`config.mk`:
```
export PLATFORM = sky130hd
export DESIGN_NAME = rpm_bank
export DESIGN_NICKNAME = d
export VERILOG_FILES = /design/src/rpm_pkg.sv /design/src/rpm_bank.sv
export SDC_FILE = /design/constraint.sdc
export NUM_CORES = 1
export LEC_CHECK = 0
export BUFFER_PORTS_ARGS = -buffer_cell sky130_fd_sc_hd__buf_2
export CAP_MARGIN = 0
export CORE_MARGIN = 2
export CORE_UTILIZATION = 52
export CTS_CLUSTER_DIAMETER = 120
export CTS_CLUSTER_SIZE = 30
export DETAILED_ROUTE_END_ITERATION = 8
export PLACE_DENSITY = 0.86
export SLEW_MARGIN = 20
export SYNTH_ARGS = -nofsm -noshare
export SYNTH_HDL_FRONTEND = slang
export SYNTH_SLANG_ARGS = --single-unit
```
`constraint.sdc`:
```
create_clock -name i_clk -period 2.8 [get_ports i_clk]
set_clock_uncertainty 0.05 [all_clocks]
set_input_delay 0.14 -clock i_clk [delete_from_list [all_inputs] [get_ports i_clk]]
set_output_delay 0.14 -clock i_clk [all_outputs]
set_load 0.05 [all_outputs]
```
`src/rpm_pkg.sv`:
```
// constants for the read-protect and interrupt-mask bank
package rpm_pkg;
  // memory selects seen by the bank
  localparam logic DEV_AUX = 1'b0;
  localparam logic DEV_MAIN = 1'b1;
  // table numbers of main memory upper half
  localparam logic [7:0] TBL_USER = 8'h01;
  localparam logic [7:0] TBL_LUT_A = 8'h02;
  localparam logic [7:0] TBL_LUT_B = 8'h03;
  localparam logic [7:0] TBL_CONFIG = 8'h04;
  localparam logic [7:0] TBL_VENDOR = 8'h05;
  // register offsets in the vendor table
  localparam logic [7:0] ADDR_READ_ENABLES = 8'hd2;
  localparam logic [7:0] ADDR_PW_B3 = 8'hd3;
  localparam logic [7:0] ADDR_PW_B2 = 8'hd4;
  localparam logic [7:0] ADDR_PW_B1 = 8'hd5;
  localparam logic [7:0] ADDR_PW_B0 = 8'hd6;
  localparam logic [7:0] ADDR_ALARM_MASK_LO = 8'hf8;
  localparam logic [7:0] ADDR_ALARM_MASK_M3 = 8'hf9;
  localparam logic [7:0] ADDR_WARN_MASK_LO = 8'hfa;
  localparam logic [7:0] ADDR_WARN_MASK_M3 = 8'hfb;
  // protected block bounds
  localparam logic [7:0] PW_BLK_LO = 8'hd0;
  localparam logic [7:0] PW_BLK_HI = 8'hd6;
  localparam logic [7:0] MASK_BLK_LO = 8'hf8;
  localparam logic [7:0] MASK_BLK_HI = 8'hff;
  localparam logic [7:0] TBL_BLK_LO = 8'h80;
  localparam logic [7:0] TBL_BLK_HI = 8'hc7;
  localparam logic [7:0] USER_BLK_HI = 8'hf7;
  localparam logic [7:0] LOWER_BLK_HI = 8'h7a;
  localparam logic [7:0] UPPER_HALF = 8'h80;
  localparam logic [7:0] AUX_LO_BLK_HI = 8'h7f;
  localparam logic [7:0] BLK_BOTTOM = 8'h00;
  localparam logic [7:0] BLK_TOP = 8'hff;
  // bit positions of the read-enable byte
  localparam int BIT_PW_BLK = 7;
  localparam int BIT_VMASK_BLK = 6;
  localparam int BIT_TBL_BLK = 5;
  localparam int BIT_UMASK_BLK = 4;
  localparam int BIT_USER_BLK = 3;
  localparam int BIT_LOWER_BLK = 2;
  localparam int BIT_AUX_HI_BLK = 1;
  localparam int BIT_AUX_LO_BLK = 0;
  // third-monitor bytes keep only bits 7:6
  localparam logic [7:0] M3_KEEP = 8'hc0;
  // reset values loaded by the asynchronous reset
  localparam logic [7:0] RST_BYTE = 8'h00;
  localparam logic [31:0] RST_PW = 32'h0000_0000;
  // value returned for a blocked or unheld byte
  localparam logic [7:0] BLOCKED_FILL = 8'hff;
  localparam logic [7:0] UNHELD_FILL = 8'h00;
  localparam int NUM_FLAGS = 10;
endpackage

```
`src/rpm_bank.sv`:
```
// read-protect enables, level-one password and interrupt mask bank
// Function
// read-enable bit 7 blocks level-one reads of vendor D0h..D6h
// bit 6 blocks level-one reads of vendor mask bytes F8h..FFh
// bit 5 blocks 80h..C7h of config and both lookup tables
// bit 4 blocks user table F8h..FFh
// bit 3 blocks user table 80h..F7h
// bit 2 blocks lower main memory 00h..7Ah
// bit 1 blocks auxiliary memory 80h..FFh
// bit 0 blocks auxiliary memory 00h..7Fh
// read-enable byte at D2h, resets to 00h
// 32-bit password at D3h..D6h, msb first, resets to zero
// alarm mask F8h: temp, supply, monitor one, monitor two hi/lo
// alarm mask F9h: third monitor hi bit 7, lo bit 6, rest reserved
// warning mask FAh: same layout as F8h for warnings
// warning mask FBh: third monitor warnings, rest reserved
// interrupt status set when any flag with its mask bit is set
// mask-set select bit chooses which mask set drives interrupt status
// select 0 uses vendor masks, select 1 uses user-table masks
// host writes 1 to enable a flag's interrupt, 0 otherwise
// protected blocks read only after matching password entered
`timescale 1ns/1ps
module rpm_bank (
  input wire logic i_clk, // 250 MHz clock
  input wire logic i_sys_rst, // async reset, active high
  input wire logic i_wr_stb, // one-cycle byte write from serial engine
  input wire logic i_rd_stb, // one-cycle byte read from serial engine
  input wire logic i_dev_sel, // 0 auxiliary memory, 1 main memory
  input wire logic [7:0] i_table, // selected upper-half table
  input wire logic [7:0] i_addr, // byte address
  input wire logic [7:0] i_wdata, // write data
  input wire logic [31:0] i_entered_pw, // password the host has entered
  input wire logic i_mask_sel, // mask-set select from config byte
  input wire logic [31:0] i_user_masks, // user-table F8h..FBh, F8h in msbs
  input wire logic [9:0] i_alarm_flags, // alarm flags, mask bit order
  input wire logic [9:0] i_warn_flags, // warning flags, mask bit order
  output logic [7:0] o_rdata, // read data, valid with o_rvalid
  output logic o_rvalid, // one-cycle read answer
  output logic o_rd_blocked, // read was refused by protection
  output logic o_rd_held, // address is held by this bank
  output logic o_masked_interrupt_status // masked interrupt status bit
);
  logic [7:0] read_enables_reg;
  logic [31:0] level_one_password_reg;
  logic [7:0] alarm_mask_lo_reg;
  logic [7:0] alarm_mask_m3_reg;
  logic [7:0] warn_mask_lo_reg;
  logic [7:0] warn_mask_m3_reg;
  logic vendor_hit;
  logic pw_match;
  logic blocked_next;
  logic [7:0] block_hit;
  logic held_next;
  logic [7:0] held_data;
  logic [9:0] alarm_en;
  logic [9:0] warn_en;
  logic masked_interrupt_status_next;

  assign vendor_hit = (i_dev_sel == rpm_pkg::DEV_MAIN) && (i_table == rpm_pkg::TBL_VENDOR)
                      && (i_addr >= rpm_pkg::UPPER_HALF);
  assign pw_match = (i_entered_pw == level_one_password_reg);

  // one guard per enable bit; the ranges never overlap inside one memory and table
  rpm_range_guard #(
    .DEV(rpm_pkg::DEV_MAIN),
    .ANY_TBL(1'b0),
    .TBL_A(rpm_pkg::TBL_VENDOR),
    .TBL_B(rpm_pkg::TBL_VENDOR),
    .TBL_C(rpm_pkg::TBL_VENDOR),
    .LO(rpm_pkg::PW_BLK_LO),
    .HI(rpm_pkg::PW_BLK_HI)
  ) pw_guard (
    .i_dev_sel(i_dev_sel),
    .i_table(i_table),
    .i_addr(i_addr),
    .o_hit(block_hit[rpm_pkg::BIT_PW_BLK])
  );

  rpm_range_guard #(
    .DEV(rpm_pkg::DEV_MAIN),
    .ANY_TBL(1'b0),
    .TBL_A(rpm_pkg::TBL_VENDOR),
    .TBL_B(rpm_pkg::TBL_VENDOR),
    .TBL_C(rpm_pkg::TBL_VENDOR),
    .LO(rpm_pkg::MASK_BLK_LO),
    .HI(rpm_pkg::MASK_BLK_HI)
  ) vmask_guard (
    .i_dev_sel(i_dev_sel),
    .i_table(i_table),
    .i_addr(i_addr),
    .o_hit(block_hit[rpm_pkg::BIT_VMASK_BLK])
  );

  rpm_range_guard #(
    .DEV(rpm_pkg::DEV_MAIN),
    .ANY_TBL(1'b0),
    .TBL_A(rpm_pkg::TBL_CONFIG),
    .TBL_B(rpm_pkg::TBL_LUT_A),
    .TBL_C(rpm_pkg::TBL_LUT_B),
    .LO(rpm_pkg::TBL_BLK_LO),
    .HI(rpm_pkg::TBL_BLK_HI)
  ) tbl_guard (
    .i_dev_sel(i_dev_sel),
    .i_table(i_table),
    .i_addr(i_addr),
    .o_hit(block_hit[rpm_pkg::BIT_TBL_BLK])
  );

  rpm_range_guard #(
    .DEV(rpm_pkg::DEV_MAIN),
    .ANY_TBL(1'b0),
    .TBL_A(rpm_pkg::TBL_USER),
    .TBL_B(rpm_pkg::TBL_USER),
    .TBL_C(rpm_pkg::TBL_USER),
    .LO(rpm_pkg::MASK_BLK_LO),
    .HI(rpm_pkg::MASK_BLK_HI)
  ) umask_guard (
    .i_dev_sel(i_dev_sel),
    .i_table(i_table),
    .i_addr(i_addr),
    .o_hit(block_hit[rpm_pkg::BIT_UMASK_BLK])
  );

  rpm_range_guard #(
    .DEV(rpm_pkg::DEV_MAIN),
    .ANY_TBL(1'b0),
    .TBL_A(rpm_pkg::TBL_USER),
    .TBL_B(rpm_pkg::TBL_USER),
    .TBL_C(rpm_pkg::TBL_USER),
    .LO(rpm_pkg::TBL_BLK_LO),
    .HI(rpm_pkg::USER_BLK_HI)
  ) user_guard (
    .i_dev_sel(i_dev_sel),
    .i_table(i_table),
    .i_addr(i_addr),
    .o_hit(block_hit[rpm_pkg::BIT_USER_BLK])
  );

  // lower main memory ignores the table number; 7bh..7fh are never blocked
  rpm_range_guard #(
    .DEV(rpm_pkg::DEV_MAIN),
    .ANY_TBL(1'b1),
    .TBL_A(rpm_pkg::TBL_USER),
    .TBL_B(rpm_pkg::TBL_USER),
    .TBL_C(rpm_pkg::TBL_USER),
    .LO(rpm_pkg::BLK_BOTTOM),
    .HI(rpm_pkg::LOWER_BLK_HI)
  ) lower_guard (
    .i_dev_sel(i_dev_sel),
    .i_table(i_table),
    .i_addr(i_addr),
    .o_hit(block_hit[rpm_pkg::BIT_LOWER_BLK])
  );

  // auxiliary memory has no tables, so the table fields are not decoded
  rpm_range_guard #(
    .DEV(rpm_pkg::DEV_AUX),
    .ANY_TBL(1'b1),
    .TBL_A(rpm_pkg::TBL_USER),
    .TBL_B(rpm_pkg::TBL_USER),
    .TBL_C(rpm_pkg::TBL_USER),
    .LO(rpm_pkg::UPPER_HALF),
    .HI(rpm_pkg::BLK_TOP)
  ) aux_hi_guard (
    .i_dev_sel(i_dev_sel),
    .i_table(i_table),
    .i_addr(i_addr),
    .o_hit(block_hit[rpm_pkg::BIT_AUX_HI_BLK])
  );

  rpm_range_guard #(
    .DEV(rpm_pkg::DEV_AUX),
    .ANY_TBL(1'b1),
    .TBL_A(rpm_pkg::TBL_USER),
    .TBL_B(rpm_pkg::TBL_USER),
    .TBL_C(rpm_pkg::TBL_USER),
    .LO(rpm_pkg::BLK_BOTTOM),
    .HI(rpm_pkg::AUX_LO_BLK_HI)
  ) aux_lo_guard (
    .i_dev_sel(i_dev_sel),
    .i_table(i_table),
    .i_addr(i_addr),
    .o_hit(block_hit[rpm_pkg::BIT_AUX_LO_BLK])
  );

  // a matching password lifts every block at once
  always_comb
  begin
    blocked_next = |(block_hit & read_enables_reg);
    if (pw_match)
      blocked_next = 1'b0;
  end

  // bytes this bank holds itself; others are answered by the memory outside
  always_comb
  begin
    held_next = vendor_hit;
    held_data = rpm_pkg::UNHELD_FILL;
    if (vendor_hit)
    begin
      case (i_addr)
        rpm_pkg::ADDR_READ_ENABLES: held_data = read_enables_reg;
        rpm_pkg::ADDR_PW_B3: held_data = level_one_password_reg[31:24];
        rpm_pkg::ADDR_PW_B2: held_data = level_one_password_reg[23:16];
        rpm_pkg::ADDR_PW_B1: held_data = level_one_password_reg[15:8];
        rpm_pkg::ADDR_PW_B0: held_data = level_one_password_reg[7:0];
        rpm_pkg::ADDR_ALARM_MASK_LO: held_data = alarm_mask_lo_reg;
        rpm_pkg::ADDR_ALARM_MASK_M3: held_data = alarm_mask_m3_reg;
        rpm_pkg::ADDR_WARN_MASK_LO: held_data = warn_mask_lo_reg;
        rpm_pkg::ADDR_WARN_MASK_M3: held_data = warn_mask_m3_reg;
        default:
        begin
          held_next = 1'b0;
          held_data = rpm_pkg::UNHELD_FILL;
        end
      endcase
    end
  end

  // register writes; write protection is enforced by the serial engine
  always_ff @(posedge i_clk or posedge i_sys_rst)
  begin
    if (i_sys_rst)
      read_enables_reg <= rpm_pkg::RST_BYTE;
    else if (i_wr_stb && vendor_hit && i_addr == rpm_pkg::ADDR_READ_ENABLES)
      read_enables_reg <= i_wdata;
  end

  always_ff @(posedge i_clk or posedge i_sys_rst)
  begin
    if (i_sys_rst)
      level_one_password_reg <= rpm_pkg::RST_PW;
    else if (i_wr_stb && vendor_hit)
    begin
      case (i_addr)
        rpm_pkg::ADDR_PW_B3: level_one_password_reg[31:24] <= i_wdata;
        rpm_pkg::ADDR_PW_B2: level_one_password_reg[23:16] <= i_wdata;
        rpm_pkg::ADDR_PW_B1: level_one_password_reg[15:8] <= i_wdata;
        rpm_pkg::ADDR_PW_B0: level_one_password_reg[7:0] <= i_wdata;
        default: level_one_password_reg <= level_one_password_reg;
      endcase
    end
  end

  // reserved mask bits are not stored so they always read zero
  always_ff @(posedge i_clk or posedge i_sys_rst)
  begin
    if (i_sys_rst)
    begin
      alarm_mask_lo_reg <= rpm_pkg::RST_BYTE;
      alarm_mask_m3_reg <= rpm_pkg::RST_BYTE;
      warn_mask_lo_reg <= rpm_pkg::RST_BYTE;
      warn_mask_m3_reg <= rpm_pkg::RST_BYTE;
    end
    else if (i_wr_stb && vendor_hit)
    begin
      case (i_addr)
        rpm_pkg::ADDR_ALARM_MASK_LO: alarm_mask_lo_reg <= i_wdata;
        rpm_pkg::ADDR_ALARM_MASK_M3: alarm_mask_m3_reg <= i_wdata & rpm_pkg::M3_KEEP;
        rpm_pkg::ADDR_WARN_MASK_LO: warn_mask_lo_reg <= i_wdata;
        rpm_pkg::ADDR_WARN_MASK_M3: warn_mask_m3_reg <= i_wdata & rpm_pkg::M3_KEEP;
        default: alarm_mask_lo_reg <= alarm_mask_lo_reg;
      endcase
    end
  end

  // read answer one cycle after the strobe
  always_ff @(posedge i_clk or posedge i_sys_rst)
  begin
    if (i_sys_rst)
    begin
      o_rdata <= rpm_pkg::UNHELD_FILL;
      o_rvalid <= 1'b0;
      o_rd_blocked <= 1'b0;
      o_rd_held <= 1'b0;
    end
    else
    begin
      o_rvalid <= i_rd_stb;
      if (i_rd_stb)
      begin
        o_rd_blocked <= blocked_next;
        o_rd_held <= held_next;
        o_rdata <= blocked_next ? rpm_pkg::BLOCKED_FILL : held_data;
      end
    end
  end

  // user-table masks arrive in the same layout as the vendor bytes
  always_comb
  begin
    if (i_mask_sel)
    begin
      alarm_en = {i_user_masks[31:24], i_user_masks[23:22]};
      warn_en = {i_user_masks[15:8], i_user_masks[7:6]};
    end
    else
    begin
      alarm_en = {alarm_mask_lo_reg, alarm_mask_m3_reg[7:6]};
      warn_en = {warn_mask_lo_reg, warn_mask_m3_reg[7:6]};
    end
    masked_interrupt_status_next = |(i_alarm_flags & alarm_en) | |(i_warn_flags & warn_en);
  end

  // level follows the flags; clearing is up to whoever clears the flags
  always_ff @(posedge i_clk or posedge i_sys_rst)
  begin
    if (i_sys_rst)
      o_masked_interrupt_status <= 1'b0;
    else
      o_masked_interrupt_status <= masked_interrupt_status_next;
  end
endmodule

// one protected address block: memory, table set and inclusive address range
module rpm_range_guard #(
  parameter logic DEV = 1'b1, // memory holding the block
  parameter logic ANY_TBL = 1'b0, // table number not decoded
  parameter logic [7:0] TBL_A = 8'h00, // first table of the block
  parameter logic [7:0] TBL_B = 8'h00, // second table of the block
  parameter logic [7:0] TBL_C = 8'h00, // third table of the block
  parameter logic [7:0] LO = 8'h00, // first address of the block
  parameter logic [7:0] HI = 8'hff // last address of the block
) (
  input wire logic i_dev_sel, // memory select
  input wire logic [7:0] i_table, // table number
  input wire logic [7:0] i_addr, // byte address
  output logic o_hit // request falls in the block
);
  logic dev_ok;
  logic tbl_match;
  logic tbl_ok;
  logic addr_ok;

  assign dev_ok = (i_dev_sel == DEV);
  // repeating a table in the set costs nothing and keeps one guard shape for all blocks
  assign tbl_match = (i_table == TBL_A) || (i_table == TBL_B) || (i_table == TBL_C);
  assign tbl_ok = ANY_TBL || tbl_match;
  assign addr_ok = (i_addr >= LO) && (i_addr <= HI);
  assign o_hit = dev_ok && tbl_ok && addr_ok;
endmodule

```
==> results.yml <==
sta:
  maxSlewViolCount: 0
  max_slew_margin: 0.524
  rsz0062_at_grt: "false"
  setup_violations: 0
  hold_ws_ns: 0.0832
  setup_slack_ns: 0.572
  finalSetupTns_ns: 0
  hold_viol: 0
  period_needed_ns: 2.23
  tightest_slew_ns: 0.705
  post-route-period-util: 0.796
  fmaxAchievable_mhz: 449
final_layout:
  register_area_sq_um: 1800
  layout_common_cells: "buf_2 (113), mux2_2 (82), dfrtp_1 (72)"
  multi_input_area_sq_um: 2290
  layout_commonest_cell: "buf_2"
  num_antenna_cells: 0
  fill_cells: 590
  drive_gt1_frac: 0.474
  fin_nets: 594
  post-route-util: 0.660
  largest_reg_flops: 32
  syn2layout_area_growth_pct: 23.0
routing:
  wirelength_microns: 12000
  vias: 3622
  route.detailed.drc: 0
  drt-initial-drc-count: 259
  vias_per_cell: 6.17
  wl_per_cell_microns: 20.4
  drt_pass1_iterations: 5
  ant_nets: 0
worst_setup_path:
  reg2reg_from: "warn_mask_lo_reg[3]$_DFFE_PP0P_"
  worstPathArrival_ns: 2.43
  rr_worst_depth: 5
  cp-startpoint: "i_table[3]"
  crit_buf_inv: 1
  cp_num_cells: 6
  crit_required_ns: 3.00
  crit_type: "primary input to register"
  path_delay_family: "simple AND/OR/NAND/NOR gates"
  max_stage_delay_ns: 0.60
  cpMaxStageDelayCell: "or4_1"
  start_kind: "primary input"
  path_cells: "buf_2 > nor4b_1 > nand2_1 > or4_1 > or3_1 > mux2_4"
  cp_max_fo: 8
  end_kind: "register"
placed_design:
  gp_congestion: 0.893
  dp_hpwl_microns: 8770
  pre_cts_slack_ns: 0.256
  port_buffers: 113
min_path:
  holdPathStages: 2
  hold_path.class: "primary input to register"
  min-delay-start: "i_wdata[4]"
clock_network:
  clock_sinks: 72
  postCtsSetupBuffers: 0
  cts.path.max_buffers: 2
  clk_pin_slew_ns: 0.08
  cts_resized: 0
  tritoncts: "yes"
  clk_latency_ns: 0.37
  cts_buffers: 9
  cts-root-buf: "clkbuf_8"
  htree_levels: 3
  hold_buffers: 5
synthesis:
  ys_ff_latch: 72
  syn_area_sq_um: 4170
  syn_avg_cell_area_sq_um: 11.5
  seq_area_frac_synth: 0.432
  synth_edf_count: 0
  yosys_warnings: 0
  syn_inst: 361
  syn_nets: 475
  synthArstFlopShare: 1.00
  yosysUniqueCellTypes: 43
  synthFlopType: "dfrtp_1"
flow_run:
  cap_violations: 0
floorplanning:
  rows: 32
  die_h_microns: 93.5
  io_pins: 126
  dieArea_sq_um: 8750
  die_w_microns: 93.5
  start_util: 0.537
  core_sq_um: 7770
grt:
  grtUsageTotal: 0.279
  grt_pass1_wl_microns: 18300
  antenna_found_initial: 0
  overflow: 0
  grt_max_degree: 41
  grt_pass1_vias: 3514
run_status:
  outcome: "finished clean"
power_and_ir_drop:
  ir_drop_v: 0.000241
  power_per_cell_area_nw_per_um2: 440
  p_leak_uw: 0.00248
[synthesized netlist by cell type (2+ instances only)]
| cell type | number | area, sq um |
|---|---|---|
| a32oi_1 | 2 | 17.5 |
| a221oi_1 | 4 | 35.0 |
| a22oi_1 | 20 | 150 |
| inv_1 | 2 | 7.51 |
| a21boi_0 | 2 | 15.0 |
| or4_1 | 2 | 15.0 |
| mux2i_1 | 9 | 90.1 |
| o21ai_0 | 9 | 45.0 |
| nand2b_1 | 2 | 12.5 |
| nand3_1 | 15 | 75.1 |
| clkbuf_1 | 13 | 48.8 |
| nor3_1 | 5 | 25.0 |
| nor2b_1 | 4 | 25.0 |
| nand3b_1 | 3 | 22.5 |
| or3_1 | 2 | 12.5 |
| dfrtp_1 | 72 | 1800 |
| nor4_1 | 4 | 25.0 |
| xnor2_1 | 32 | 280 |
| a211oi_1 | 2 | 15.0 |
| a22o_1 | 2 | 17.5 |
| o32ai_1 | 2 | 17.5 |
| mux2_4 | 8 | 120 |
| nand4_1 | 11 | 68.8 |
| mux2_2 | 82 | 923 |
| a21oi_1 | 4 | 20.0 |
| nor2_1 | 14 | 52.6 |
| nand2_1 | 16 | 60.1 |
| o311ai_0 | 3 | 26.3 |
[power breakdown]
part           switching (uW)  internal (uW)  leakage, uW
sequential              0.456           1040     0.000999
combinational             142            115      0.00137
clock                     443            514     0.000116
[worst paths after layout]
path | to | slack (ns)
worst min-delay path | alarm_mask_lo_reg[4]$_DFFE_PP0P_ | 0.08
max in group asynchronous | level_one_password_reg[20]$_DFFE_PP0P_ | 1.63
worst min register to register | o_rdata[0]$_DFFE_PP0P_ | 0.44
worst max-delay path | alarm_mask_lo_reg[1]$_DFFE_PP0P_ | 0.57
worst max register to register | o_masked_interrupt_status$_DFF_PP0_ | 0.58
min in group asynchronous | o_rd_blocked$_DFFE_PP0P_ | 0.39
[layer usage]
metal | wire length (microns) | global-route usage | share of wire | vias up
li1 | - | - | - | 1592
met1 | 4760 | 0.365 | 0.40 | 1773
met2 | 5820 | 0.448 | 0.49 | 217
met3 | 1010 | 0.0677 | 0.085 | 40
met4 | 377 | 0.111 | 0.031 | 0
met5 | 0 | 0 | 0 | -
[cell type report]
class                   instances  share of cell area
multi-input cells             270               0.446
flip-flops and latches         72               0.351
repair buffers                124               0.131
well taps                     102              0.0249
clock buffers                   9              0.0242
clock inverters                 7              0.0200
inverters                       3             0.00220
[logic make-up after synthesis]
kind of cell / after synthesis / share of synthesized area
AOI/OAI and AO/OA: 54 / 0.0945
xor gates and xnor gates: 32 / 0.0672
buffers and inverters: 19 / 0.0192
DFF: 72 / 0.432
muxes: 100 / 0.277
and+or+nand+nor: 84 / 0.110
[per-stage QoR]
step	power, uW	instances	area, sq um
final	2260	587	5130
after global routing	2340	587	5130
after CTS	2250	587	5130
after detailed placement	1310	566	4850
after global placement	1300	566	4850
after floorplan	1180	361	4170
[worst register-to-register path, stage by stage (launching register included)]
cell           delay [ns]
dfrtp_1              0.39
mux2_2               0.27
a22oi_1              0.18
dlygate4sd3_1        0.57
nand3_1              0.08
dlygate4sd3_1        0.57
Power figures use the tool's default switching activity.
